## src/wwd_pkg.sv

```systemverilog
// Package of register map, field positions, reset values and counts
// for the windowed watchdog. Shared by the watchdog top and the testbench.
// Assumes a 32-bit AHB-Lite bus with word-aligned registers.
package wwd_pkg;

    ////////////////////////////////////////////////////////////////////
    // Register byte offsets
    localparam logic [7:0] ADDR_MODE = 8'h00;
    localparam logic [7:0] ADDR_TC = 8'h04;
    localparam logic [7:0] ADDR_FEED = 8'h08;
    localparam logic [7:0] ADDR_TV = 8'h0c;
    localparam logic [7:0] ADDR_WARN = 8'h10;
    localparam logic [7:0] ADDR_WINDOW = 8'h14;
    localparam logic [7:0] ADDR_STATUS = 8'h18;
    localparam logic [7:0] ADDR_INT_CLR = 8'h1c;
    localparam logic [7:0] ADDR_INT_EN = 8'h20;

    ////////////////////////////////////////////////////////////////////
    // Mode register fields
    localparam int MODE_W = 5;
    localparam int MODE_EN = 0;
    localparam int MODE_RST_EN = 1;
    localparam int MODE_TICK_SEL = 2;
    localparam int MODE_WD_FLAG = 3;
    localparam int MODE_SLEEP_RUN = 4;

    // Status, clear and enable fields
    localparam int ST_W = 3;
    localparam int ST_TIMEOUT = 0;
    localparam int ST_WARN = 1;
    localparam int ST_FAULT = 2;

    ////////////////////////////////////////////////////////////////////
    // Feed keys and reset values
    localparam logic [7:0] FEED_KEY1 = 8'haa;
    localparam logic [7:0] FEED_KEY2 = 8'h55;
    localparam logic [23:0] TC_MIN = 24'h00_00ff;
    localparam logic [23:0] TC_RESET = 24'h00_00ff;
    localparam logic [23:0] WINDOW_RESET = 24'hff_ffff;

    // Prescaler ratio and chip reset hold length in hclk cycles
    localparam int PRESCALE = 4;
    localparam logic [3:0] RST_HOLD = 4'h8;

endpackage

```

## src/wwd_top.sv

```systemverilog
// Windowed watchdog: AHB-Lite register slave, 24-bit down counter,
// feed sequence and window checks, warning, interrupt and chip reset.
// Assumes oscillator levels synchronous to hclk and one AHB master.
//
// Our own choices: the AHB-Lite slave port and the register offsets.
`timescale 1ns/1ps

module wwd_top #(
    parameter int WARN_W = 10
) (
    // Clock and reset
    input wire logic hclk,
    input wire logic hresetn,
    // AHB-Lite slave
    input wire logic hsel,
    input wire logic [31:0] haddr,
    input wire logic [1:0] htrans,
    input wire logic hwrite,
    input wire logic [2:0] hsize,
    input wire logic [31:0] hwdata,
    input wire logic hready,
    output logic hreadyout,
    output logic hresp,
    output logic [31:0] hrdata,
    // Oscillators and power state
    input wire logic internal_rc_oscillator,
    input wire logic dedicated_watchdog_oscillator,
    input wire logic deep_sleep,
    // Outputs to the system
    output logic irq,
    output logic chip_reset,
    output logic wake
);

    if (WARN_W < 1 || WARN_W > 24) begin : g_bad_warn
        $error("wwd_top: WARN_W must lie in 1..24");
    end

    ////////////////////////////////////////////////////////////////////
    // State
    typedef struct packed {
        logic hready;
        logic pend;
        logic pwrite;
        logic [7:0] paddr;
        logic [31:0] hrdata;
        logic [wwd_pkg::MODE_W-1:0] mode;
        logic [23:0] tc;
        logic [23:0] cnt;
        logic [WARN_W-1:0] warn;
        logic [23:0] window;
        logic running;
        logic feed_half;
        logic [wwd_pkg::ST_W-1:0] status;
        logic [wwd_pkg::ST_W-1:0] int_en;
        logic irq;
        logic [3:0] rst_cnt;
        logic chip_rst;
        logic wake;
    } wwd_state_t;

    localparam wwd_state_t RESET_STATE = '{
        hready: 1'b1,
        tc: wwd_pkg::TC_RESET,
        window: wwd_pkg::WINDOW_RESET,
        default: '0
    };

    wwd_state_t q;
    wwd_state_t d;

    // Helper signals
    logic tick;
    logic dec_strobe;
    logic addr_take;
    logic wr;
    logic feed_wr;
    logic key1;
    logic key2;
    logic bad_seq;
    logic feed_ok;
    logic early;
    logic fault;
    logic tmo;
    logic wev;
    logic advance;
    logic cnt_step;
    logic restart;
    logic [wwd_pkg::ST_W-1:0] clr;

    ////////////////////////////////////////////////////////////////////
    // Tick source and prescaler
    wwd_tick_src u_tick (
        .hclk(hclk),
        .hresetn(hresetn),
        .internal_rc_oscillator(internal_rc_oscillator),
        .dedicated_watchdog_oscillator(dedicated_watchdog_oscillator),
        .sel(q.mode[wwd_pkg::MODE_TICK_SEL]),
        .tick(tick)
    );

    wwd_prescale #(
        .DIV(wwd_pkg::PRESCALE)
    ) u_pre (
        .hclk(hclk),
        .hresetn(hresetn),
        .tick(tick),
        .restart(restart),
        .strobe(dec_strobe)
    );

    ////////////////////////////////////////////////////////////////////
    // Event decode: feed sequence, window, count
    always_comb begin
        wr = q.pend & q.pwrite;
        feed_wr = wr & (q.paddr == wwd_pkg::ADDR_FEED);
        key1 = feed_wr & (hwdata[7:0] == wwd_pkg::FEED_KEY1);
        key2 = feed_wr & (hwdata[7:0] == wwd_pkg::FEED_KEY2);
        // Any access after the first key must be the second key
        feed_ok = q.feed_half & key2;
        bad_seq = q.pend & ((q.feed_half & ~key2) | (~q.feed_half & feed_wr & ~key1));
        early = feed_ok & q.running & (q.cnt > q.window);
        fault = q.mode[wwd_pkg::MODE_EN] & (bad_seq | early);
        // Sleep halts the count unless the user asked it to run
        advance = dec_strobe & q.running & (~deep_sleep | q.mode[wwd_pkg::MODE_SLEEP_RUN]);
        tmo = advance & (q.cnt == 24'h00_0000) & ~feed_ok;
        cnt_step = advance & (q.cnt != 24'h00_0000) & ~feed_ok & ~fault;
        wev = cnt_step & (q.cnt == 24'(q.warn));
        restart = feed_ok & ~fault;
        clr = (wr & (q.paddr == wwd_pkg::ADDR_INT_CLR)) ? hwdata[wwd_pkg::ST_W-1:0] : '0;
    end

    ////////////////////////////////////////////////////////////////////
    // Next state
    always_comb begin
        d = q;
        addr_take = hsel & htrans[1] & hready & q.hready;

        // Bus: one wait cycle so reads see every earlier write
        if (addr_take) begin
            d.pend = 1'b1;
            d.hready = 1'b0;
            d.pwrite = hwrite;
            d.paddr = haddr[7:0];
        end
        if (q.pend) begin
            d.pend = 1'b0;
            d.hready = 1'b1;
            if (!q.pwrite) begin
                unique case (q.paddr)
                    wwd_pkg::ADDR_MODE: d.hrdata = 32'(q.mode);
                    wwd_pkg::ADDR_TC: d.hrdata = 32'(q.tc);
                    wwd_pkg::ADDR_TV: d.hrdata = 32'(q.cnt);
                    wwd_pkg::ADDR_WARN: d.hrdata = 32'(q.warn);
                    wwd_pkg::ADDR_WINDOW: d.hrdata = 32'(q.window);
                    wwd_pkg::ADDR_STATUS: d.hrdata = 32'(q.status);
                    wwd_pkg::ADDR_INT_EN: d.hrdata = 32'(q.int_en);
                    default: d.hrdata = 32'h0000_0000;
                endcase
            end
        end

        // Register writes
        if (wr) begin
            unique case (q.paddr)
                wwd_pkg::ADDR_MODE: begin
                    // Enable and reset mode are set-only
                    d.mode[wwd_pkg::MODE_EN] = q.mode[wwd_pkg::MODE_EN] | hwdata[wwd_pkg::MODE_EN];
                    d.mode[wwd_pkg::MODE_RST_EN] = q.mode[wwd_pkg::MODE_RST_EN] | hwdata[wwd_pkg::MODE_RST_EN];
                    // Source frozen while enabled, no switch mid-count
                    if (!q.mode[wwd_pkg::MODE_EN]) begin
                        d.mode[wwd_pkg::MODE_TICK_SEL] = hwdata[wwd_pkg::MODE_TICK_SEL];
                    end
                    if (hwdata[wwd_pkg::MODE_WD_FLAG]) begin
                        d.mode[wwd_pkg::MODE_WD_FLAG] = 1'b0;
                    end
                    d.mode[wwd_pkg::MODE_SLEEP_RUN] = hwdata[wwd_pkg::MODE_SLEEP_RUN];
                end
                wwd_pkg::ADDR_TC: begin
                    // Clamp keeps the shortest period at 255 steps
                    d.tc = (hwdata[23:0] < wwd_pkg::TC_MIN) ? wwd_pkg::TC_MIN : hwdata[23:0];
                end
                wwd_pkg::ADDR_WARN: d.warn = hwdata[WARN_W-1:0];
                wwd_pkg::ADDR_WINDOW: d.window = hwdata[23:0];
                wwd_pkg::ADDR_INT_EN: d.int_en = hwdata[wwd_pkg::ST_W-1:0];
                default: d.mode = d.mode;
            endcase
        end

        // Feed sequence tracking
        if (q.pend) begin
            d.feed_half = ~q.feed_half & key1;
        end
        if (restart) begin
            d.cnt = q.tc;
            d.running = q.mode[wwd_pkg::MODE_EN] | d.mode[wwd_pkg::MODE_EN];
        end

        // Down count, one step per prescaler strobe
        if (cnt_step) begin
            d.cnt = q.cnt - 24'h00_0001;
        end

        // Time-out or fault: reset or interrupt, and enable drops
        if (tmo | fault) begin
            d.mode[wwd_pkg::MODE_EN] = 1'b0;
            d.running = 1'b0;
            d.feed_half = 1'b0;
            if (q.mode[wwd_pkg::MODE_RST_EN]) begin
                d.rst_cnt = wwd_pkg::RST_HOLD;
                d.mode[wwd_pkg::MODE_WD_FLAG] = 1'b1;
                d.mode[wwd_pkg::MODE_RST_EN] = 1'b0;
            end
        end else if (q.rst_cnt != 4'h0) begin
            d.rst_cnt = q.rst_cnt - 4'h1;
        end

        // Sticky status: a new event beats a clear in the same cycle
        d.status = (q.status & ~clr);
        d.status[wwd_pkg::ST_TIMEOUT] = d.status[wwd_pkg::ST_TIMEOUT] | tmo;
        d.status[wwd_pkg::ST_WARN] = d.status[wwd_pkg::ST_WARN] | wev;
        d.status[wwd_pkg::ST_FAULT] = d.status[wwd_pkg::ST_FAULT] | fault;

        // Registered outputs
        d.irq = |(d.status & d.int_en);
        d.chip_rst = (d.rst_cnt != 4'h0);
        d.wake = deep_sleep & d.irq;
    end

    ////////////////////////////////////////////////////////////////////
    // State register
    always_ff @(posedge hclk or negedge hresetn) begin
        if (!hresetn) begin
            q <= RESET_STATE;
        end else begin
            q <= d;
        end
    end

    // Outputs straight from flops, hresp tied low
    assign hreadyout = q.hready;
    assign hresp = 1'b0;
    assign hrdata = q.hrdata;
    assign irq = q.irq;
    assign chip_reset = q.chip_rst;
    assign wake = q.wake;
endmodule

```

## src/wwd_tick_src.sv

```systemverilog
// Tick source select for the windowed watchdog.
// Both oscillator levels arrive synchronous to hclk and run slower
// than hclk / 2; the selected one yields a one-cycle tick on its rising edge.
`timescale 1ns/1ps

module wwd_tick_src (
    // Clock and reset
    input wire logic hclk,
    input wire logic hresetn,
    // Oscillator levels and selection
    input wire logic internal_rc_oscillator,
    input wire logic dedicated_watchdog_oscillator,
    input wire logic sel,
    // One-cycle tick
    output logic tick
);

    typedef struct packed {
        logic rc_prev;
        logic wd_osc_prev;
        logic tick;
    } wwd_tick_t;

    wwd_tick_t q;
    wwd_tick_t d;

    // Both edges tracked always, so a source switch gives no false tick
    always_comb begin
        d = q;
        d.rc_prev = internal_rc_oscillator;
        d.wd_osc_prev = dedicated_watchdog_oscillator;
        d.tick = sel ? (dedicated_watchdog_oscillator & ~q.wd_osc_prev)
                     : (internal_rc_oscillator & ~q.rc_prev);
    end

    // State register
    always_ff @(posedge hclk or negedge hresetn) begin
        if (!hresetn) begin
            q <= '0;
        end else begin
            q <= d;
        end
    end

    assign tick = q.tick;

endmodule

```

## src/wwd_prescale.sv

```systemverilog
// Fixed prescaler of the windowed watchdog: one strobe per DIV ticks.
// Restart realigns the phase on every reload of the counter.
`timescale 1ns/1ps

module wwd_prescale #(
    parameter int DIV = 4
) (
    // Clock and reset
    input wire logic hclk,
    input wire logic hresetn,
    // Tick in, realignment
    input wire logic tick,
    input wire logic restart,
    // Decrement strobe
    output logic strobe
);

    localparam int CW = (DIV > 2) ? $clog2(DIV) : 1;
    localparam logic [CW-1:0] LAST = CW'(DIV - 1);

    if (DIV < 2) begin : g_bad_div
        $error("wwd_prescale: DIV must be at least 2");
    end

    typedef struct packed {
        logic [CW-1:0] cnt;
        logic strobe;
    } wwd_pre_t;

    wwd_pre_t q;
    wwd_pre_t d;

    // Divide the selected tick
    always_comb begin
        d = q;
        d.strobe = 1'b0;
        if (restart) begin
            d.cnt = '0;
        end else if (tick) begin
            if (q.cnt == LAST) begin
                d.cnt = '0;
                d.strobe = 1'b1;
            end else begin
                d.cnt = q.cnt + CW'(1);
            end
        end
    end

    // State register
    always_ff @(posedge hclk or negedge hresetn) begin
        if (!hresetn) begin
            q <= '0;
        end else begin
            q <= d;
        end
    end

    assign strobe = q.strobe;

endmodule

```

## config.mk

```make
export PLATFORM = sky130hd
export DESIGN_NAME = wwd_top
export DESIGN_NICKNAME = d
export VERILOG_FILES = /design/src/wwd_pkg.sv /design/src/wwd_top.sv /design/src/wwd_tick_src.sv /design/src/wwd_prescale.sv
export SDC_FILE = /design/constraint.sdc
export NUM_CORES = 1
export LEC_CHECK = 0
export ABC_AREA = 1
export BUFFER_PORTS_ARGS = -buffer_cell sky130_fd_sc_hd__buf_2
export CORE_ASPECT_RATIO = 1.25
export CORE_UTILIZATION = 50
export DETAILED_ROUTE_END_ITERATION = 10
export PLACE_DENSITY_LB_ADDON = 0.1
export SYNTH_ARGS = -nofsm -noshare
export SYNTH_HDL_FRONTEND = slang
export SYNTH_HIERARCHICAL = 1
export SYNTH_SLANG_ARGS = --single-unit
export TNS_END_PERCENT = 30
```

## constraint.sdc

```tcl
create_clock -name hclk -period 2.1 [get_ports hclk]
set_input_delay 0.105 -clock hclk [delete_from_list [all_inputs] [get_ports hclk]]
set_output_delay 0.105 -clock hclk [all_outputs]
set_load 0.03 [all_outputs]
```

### Word-level counts from Yosys, hierarchy flattened

Index checks and enable logic that the tools add are counted.

* register bits after elaboration: 151
* output and inout port bits: 37
* logic and storage cells: 141

* add/sub/neg operators: 3
* $lt $le $gt $ge: 2
* equal/unequal tests: 12
* multiplexer cells: 30
* bitwise logic cells: 52
* reductions and logical operators: 17

Operators with widths (count)
* $pmux 24 s7: 1
* $mux 24: 4
* $eq 8x5->1 const B: 4
* $and 1x1->1: 29
* $mux 28: 1
* $eq 24x10->1: 1
* $gt 24x24->1: 1
* $logic_not 24->1: 1
* $lt 24x8->1 const B: 1
* $reduce_bool 24->1: 1
* $sub 24x1->24 const B: 1
* $eq 8x4->1 const B: 2
* $mux 4: 4
* $mux 3: 4
* $mux 11: 1
* $mux 1: 10
* $mux 2: 5
* $not 1->1: 10
* $or 1x1->1: 10
* $reduce_and 2->1: 5
* $reduce_bool 2->1: 5
* $eq 8x3->1 const B: 1
* $eq 8x6->1 const B: 1
* $eq 8x7->1 const B: 1
* other kinds (10): 12

### Logic depth before layout (Yosys ltp)

* word-level depth: 16
* depth in mapped cells: 20
* gate-level depth less buffers: 20

### By module

The synthesis kept the hierarchy.

Modules (own cells, without submodules)
* wwd_top: times used 1, cells an instance 990, area each 7751.2 um2, seq. area each 3469.6 um2
* wwd_prescale: times used 1, cells an instance 16, area each 138.9 um2, seq. area each 75.1 um2
* wwd_tick_src: times used 1, cells an instance 9, area each 105.1 um2, seq. area each 75.1 um2

### Least setup slack after synthesis

No wires, ideal clock.

* kind: reg-to-reg
* from: register q[38] (netlist bit)
* to: register u_pre/q[2] (netlist bit)
* setup time: 0.117 ns
* data arrival time: 2.059 ns
* data required time: 1.983 ns
* setup slack: -0.076 ns
* stages on the path, launching flop included: 17
* buffers on the path: 1
* clock period less this slack: 2.176 ns
* cells stage by stage: dfstp_2 -> inv_1 -> ha_1 -> nand2_1 -> nor2_1 -> nand2_1 -> nor2_1 -> nand3_1 -> nand2_1 -> nor2_1 -> nand2_1 -> nand2_4 -> a21boi_2 -> buf_2 -> inv_1 -> nand3_1 -> nand2_1

* word-level cells in the longest chain between the ends: 7
* elaborated cells on any way between the ends: 8
* classes of those cells: 1 x order compare; 1 x mux; 5 x bitwise; 1 x reduce/logical

RTL lines
* from (decl): line wwd_top.sv:69 `wwd_state_t q;`
* from (signal assigned): line wwd_top.sv:234 `q <= RESET_STATE;`
* from (signal assigned): line wwd_top.sv:236 `q <= d;`
* $gt 24x24->1 *: line wwd_top.sv:122 `early = feed_ok & q.running & (q.cnt > q.window);`
* $and 1x1->1 *: line wwd_top.sv:122
* $or 1x1->1 *: line wwd_top.sv:123 `fault = q.mode[wwd_pkg::MODE_EN] & (bad_seq | early);`
* $and 1x1->1 *: line wwd_top.sv:123
* $not 1->1 *: line wwd_top.sv:129 `restart = feed_ok & ~fault;`
* $and 1x1->1 *: line wwd_top.sv:129
* via restart: line wwd_top.sv:88 `logic restart;`
* $mux 2 or $reduce_bool 2->1 (tied branches)
* to (signal assigned): line wwd_prescale.sv:52 `q <= '0;`
* to (signal assigned): line wwd_prescale.sv:54 `q <= d;`
* to (decl): line wwd_prescale.sv:30 `wwd_pre_t q;`

The timed path passes the listed nets; every way through them passes the cells marked *.
A chain may end at the register's enable or synchronous reset.

### Final worst setup path

* from: register q[22] (netlist bit)
* to: register q[68] (netlist bit)

* word-level cells in the longest chain between the ends: 7
* elaborated cells on any way between the ends: 9
* classes of those cells: 1 x order compare; 1 x mux; 6 x bitwise; 1 x reduce/logical

RTL lines (line)
* $gt 24x24->1 *: wwd_top.sv:122
* $and 1x1->1 *: wwd_top.sv:122
* $or 1x1->1 *: wwd_top.sv:123
* $and 1x1->1 *: wwd_top.sv:123
* $not 1->1 *: wwd_top.sv:127, wwd_top.sv:129
* $and 1x1->1, on equally long branches: wwd_top.sv:127, wwd_top.sv:129
* $mux 24 or $reduce_bool 2->1 (tied branches)

Mark *: on every way between the ends. The rest lies on a longest branch, timed or not.

==> out/metrics.cfg <==
[synthesis]
syn-mean-instance-area_um2=7.88
yosysUniqueCellTypes=48
synth_top_cell_area_share_pct=34.4
yosysSeqAreaShare_pct=45.3
synthFlopType=dfrtp_1
yosys.area.top_type=dfrtp_1
synth_most_common_cell=nand2_1
async_flop_share_pct=100
synth_area_um2=8000
yosys_warnings=6
synthTopCellsByArea=dfrtp_1 (34%), nand2_1 (12%), dfstp_2 (11%)
yosys_register_bits=143
syn_inst=1015
synth-edff-count=0
synth_common_cells=nand2_1 (248), inv_1 (130), o21ai_0 (111), dfrtp_1 (110), nor2_1 (91)

[pwr]
vdd_ir_drop_max_mv=0.601
sequentialPowerShare_pct=34.5
p_int_mw=7.14
power_frac_clock_pct=25.8
swShare_pct=36.9
power.share.combinational_pct=39.7
p_sw_mw=4.17
finalPower_mw=11.3
powerDensity_nw_per_um2=1050
p_leak_nw=5.61

[sta]
worst_slack_ns=-0.240
worst_slew_pin_slew_ns=0.617
post-route-period-util_pct=111
timing.fmax_mhz=427
setup-tns-final_ns=-6.36
maxSlewHeadroom_pct=58.5
fin_worst_skew_ns=0.00929
slew_violations=0
rsz0062_at_grt=yes
setup_viol=40
finalHoldViolCount=0
whs_ns=0.0153
period_needed_ns=2.34

[cells_and_area]
final_nets=1318
nFillCells=1225
area_growth_pct=35.0
drive_gt1_share_pct=31.2
insertedDiodeCount=0
fin_util_pct=69.1

[die]
die_y_um=143
core_um2=15600
rows=51
die_width_um=115
ioPinCount=114
dieArea_um2=16500
start_util_pct=51.1

[clock_tree]
clkLatencyLatePin_ns=0.43
cts_buffers=17
cts-root-buf=clkbuf_16
path_clk_slew_ns=0.06
cts_buffer_depth=2
cts_tree=yes
cts.sinks=143
htree_levels=4

[flow_run]
drv_cap=0

[place]
gp_congestion=0.910
dp_hpwl_um=16400
port-buffer-count=68
post-place-ws_ns=-0.326

[critical_path]
required_ns=2.46
worst-path-max-fanout=14
critPathKind=flip-flop to flip-flop
worst_setup_path_end_kind=flip-flop
cp.arrival_ns=2.70
cp-start-kind=flip-flop

[outcome]
status=complete, but fails checks
violations=setup timing

[detailed_routing]
wl_per_cell_um=16.4
firstDrtPassIters=5
vias=7418
finalWirelength_um=23600
vias_per_cell=5.16
drcViolationCount=0
ant_nets=0
drtIter0Drc=477

[global_routing]
gr-total-overflow=0
grt_max_degree=71
grt_pass1_vias=7511
track_usage_pct=30.1
antenna_found_initial=0
grt_pass1_wl_um=37300

[hold_path]
hold_class=input port to flip-flop

-- through the flow --
step	cells	area [um2]
6_report	1438	10800
2_1_floorplan	1023	8070
4_1_cts	1436	10600
3_3_place_gp	1365	9280
5_1_grt	1438	10800
3_5_place_dp	1365	9280
-- power by group through the flow --
stage,registers (mW),clock network (mW),logic (mW)
floorplan,3.87,0,2.39
global placement,3.85,0,3.84
detailed placement,3.86,0,3.92
CTS,3.88,2.97,4.25
global route,3.98,3.08,4.97
finish,3.90,2.91,4.49
-- final timing paths --
check / endpoint / slack [ns] / startpoint / cells past startpoint
setup / recovery: q[68] / -0.24 / q[22] / 16
hold / removal: q[9] / 0.02 / hwdata[2] / 3
setup reg to reg: q[68] / -0.24 / q[22] / 16
hold reg to reg: hrdata[1] / 0.47 / hrdata[1] / 2
max in group asynchronous: q[16] / 1.24 / hresetn / 3
min in group asynchronous: q[84] / 0.14 / hresetn / 2
-- layer usage --
metal  wire (um)  track usage, %
met4         813            12.9
met3         985            5.44
met2       12200            53.7
met5           0               0
met1        9620            35.2
-- final cells by class --
cell class	count	area, um2	share of cell area, %
Multi-Input combinational cell	685	4040	37.4
Sequential cell	143	3620	33.5
Timing Repair Buffer	229	1770	16.4
Inverter	137	526	4.87
Clock buffer	24	492	4.55
Tap cell	212	265	2.46
Clock inverter	8	81.3	0.753
-- flip-flops by register name, indices dropped and copies added (netlist names) --
name          flops
hrdata           24
u_pre/q           2
u_pre/strobe      1
u_tick/q          2
q               109
chip_reset        1
irq               1
hreadyout         1
u_tick/tick       1
wake              1
-- kinds of logic after synthesis --
| group | share of synthesized area, % |
|---|---|
| other | 0.0469 |
| DFF | 45.3 |
| adders and majority gates | 4.38 |
| buffers and inverters | 11.1 |
| xor gates and xnor gates | 1.42 |
| and+or+nand+nor | 22.5 |
| AOI/OAI and AO/OA | 15.0 |
| muxes | 0.266 |
-- cell usage in the layout (no fill, tap or decap), drive strengths merged, types with 20 or more instances in the layout --
master / synthesis / layout
nand2: 256 / 257
buf: 40 / 198
inv: 134 / 134
o21ai: 124 / 124
dfrtp: 110 / 110
nor2: 96 / 96
nand3: 39 / 39
dfstp: 33 / 33
dlygate4sd3: 0 / 30
a21oi: 29 / 29
ha: 28 / 28
clkbuf: 19 / 25
o22ai: 20 / 20
-- worst max-delay path: stages, from the launching register on --
cell	delay, ns
dfstp_2	0.55
inv_2	0.06
ha_4	0.23
a21o_1	0.19
nor2_2	0.16
nand2_1	0.08
nand2_1	0.07
nand3_2	0.06
nand2_2	0.09
nand2_4	0.07
buf_4	0.15
a21boi_4	0.16
buf_12	0.17
nand2_1	0.06
o21ai_1	0.07
inv_1	0.05
nand2_1	0.06
-- timing repair --
item	in CTS	in global routing
resized for setup	73	56
pin swaps	44	31
hold endpoints to repair	164	0
hold buffers	30	0
gates cloned	2	1
buffers inserted	7	2
endpoints found under the setup margin	40	59
Note: power is estimated with default switching activity, not from simulation.
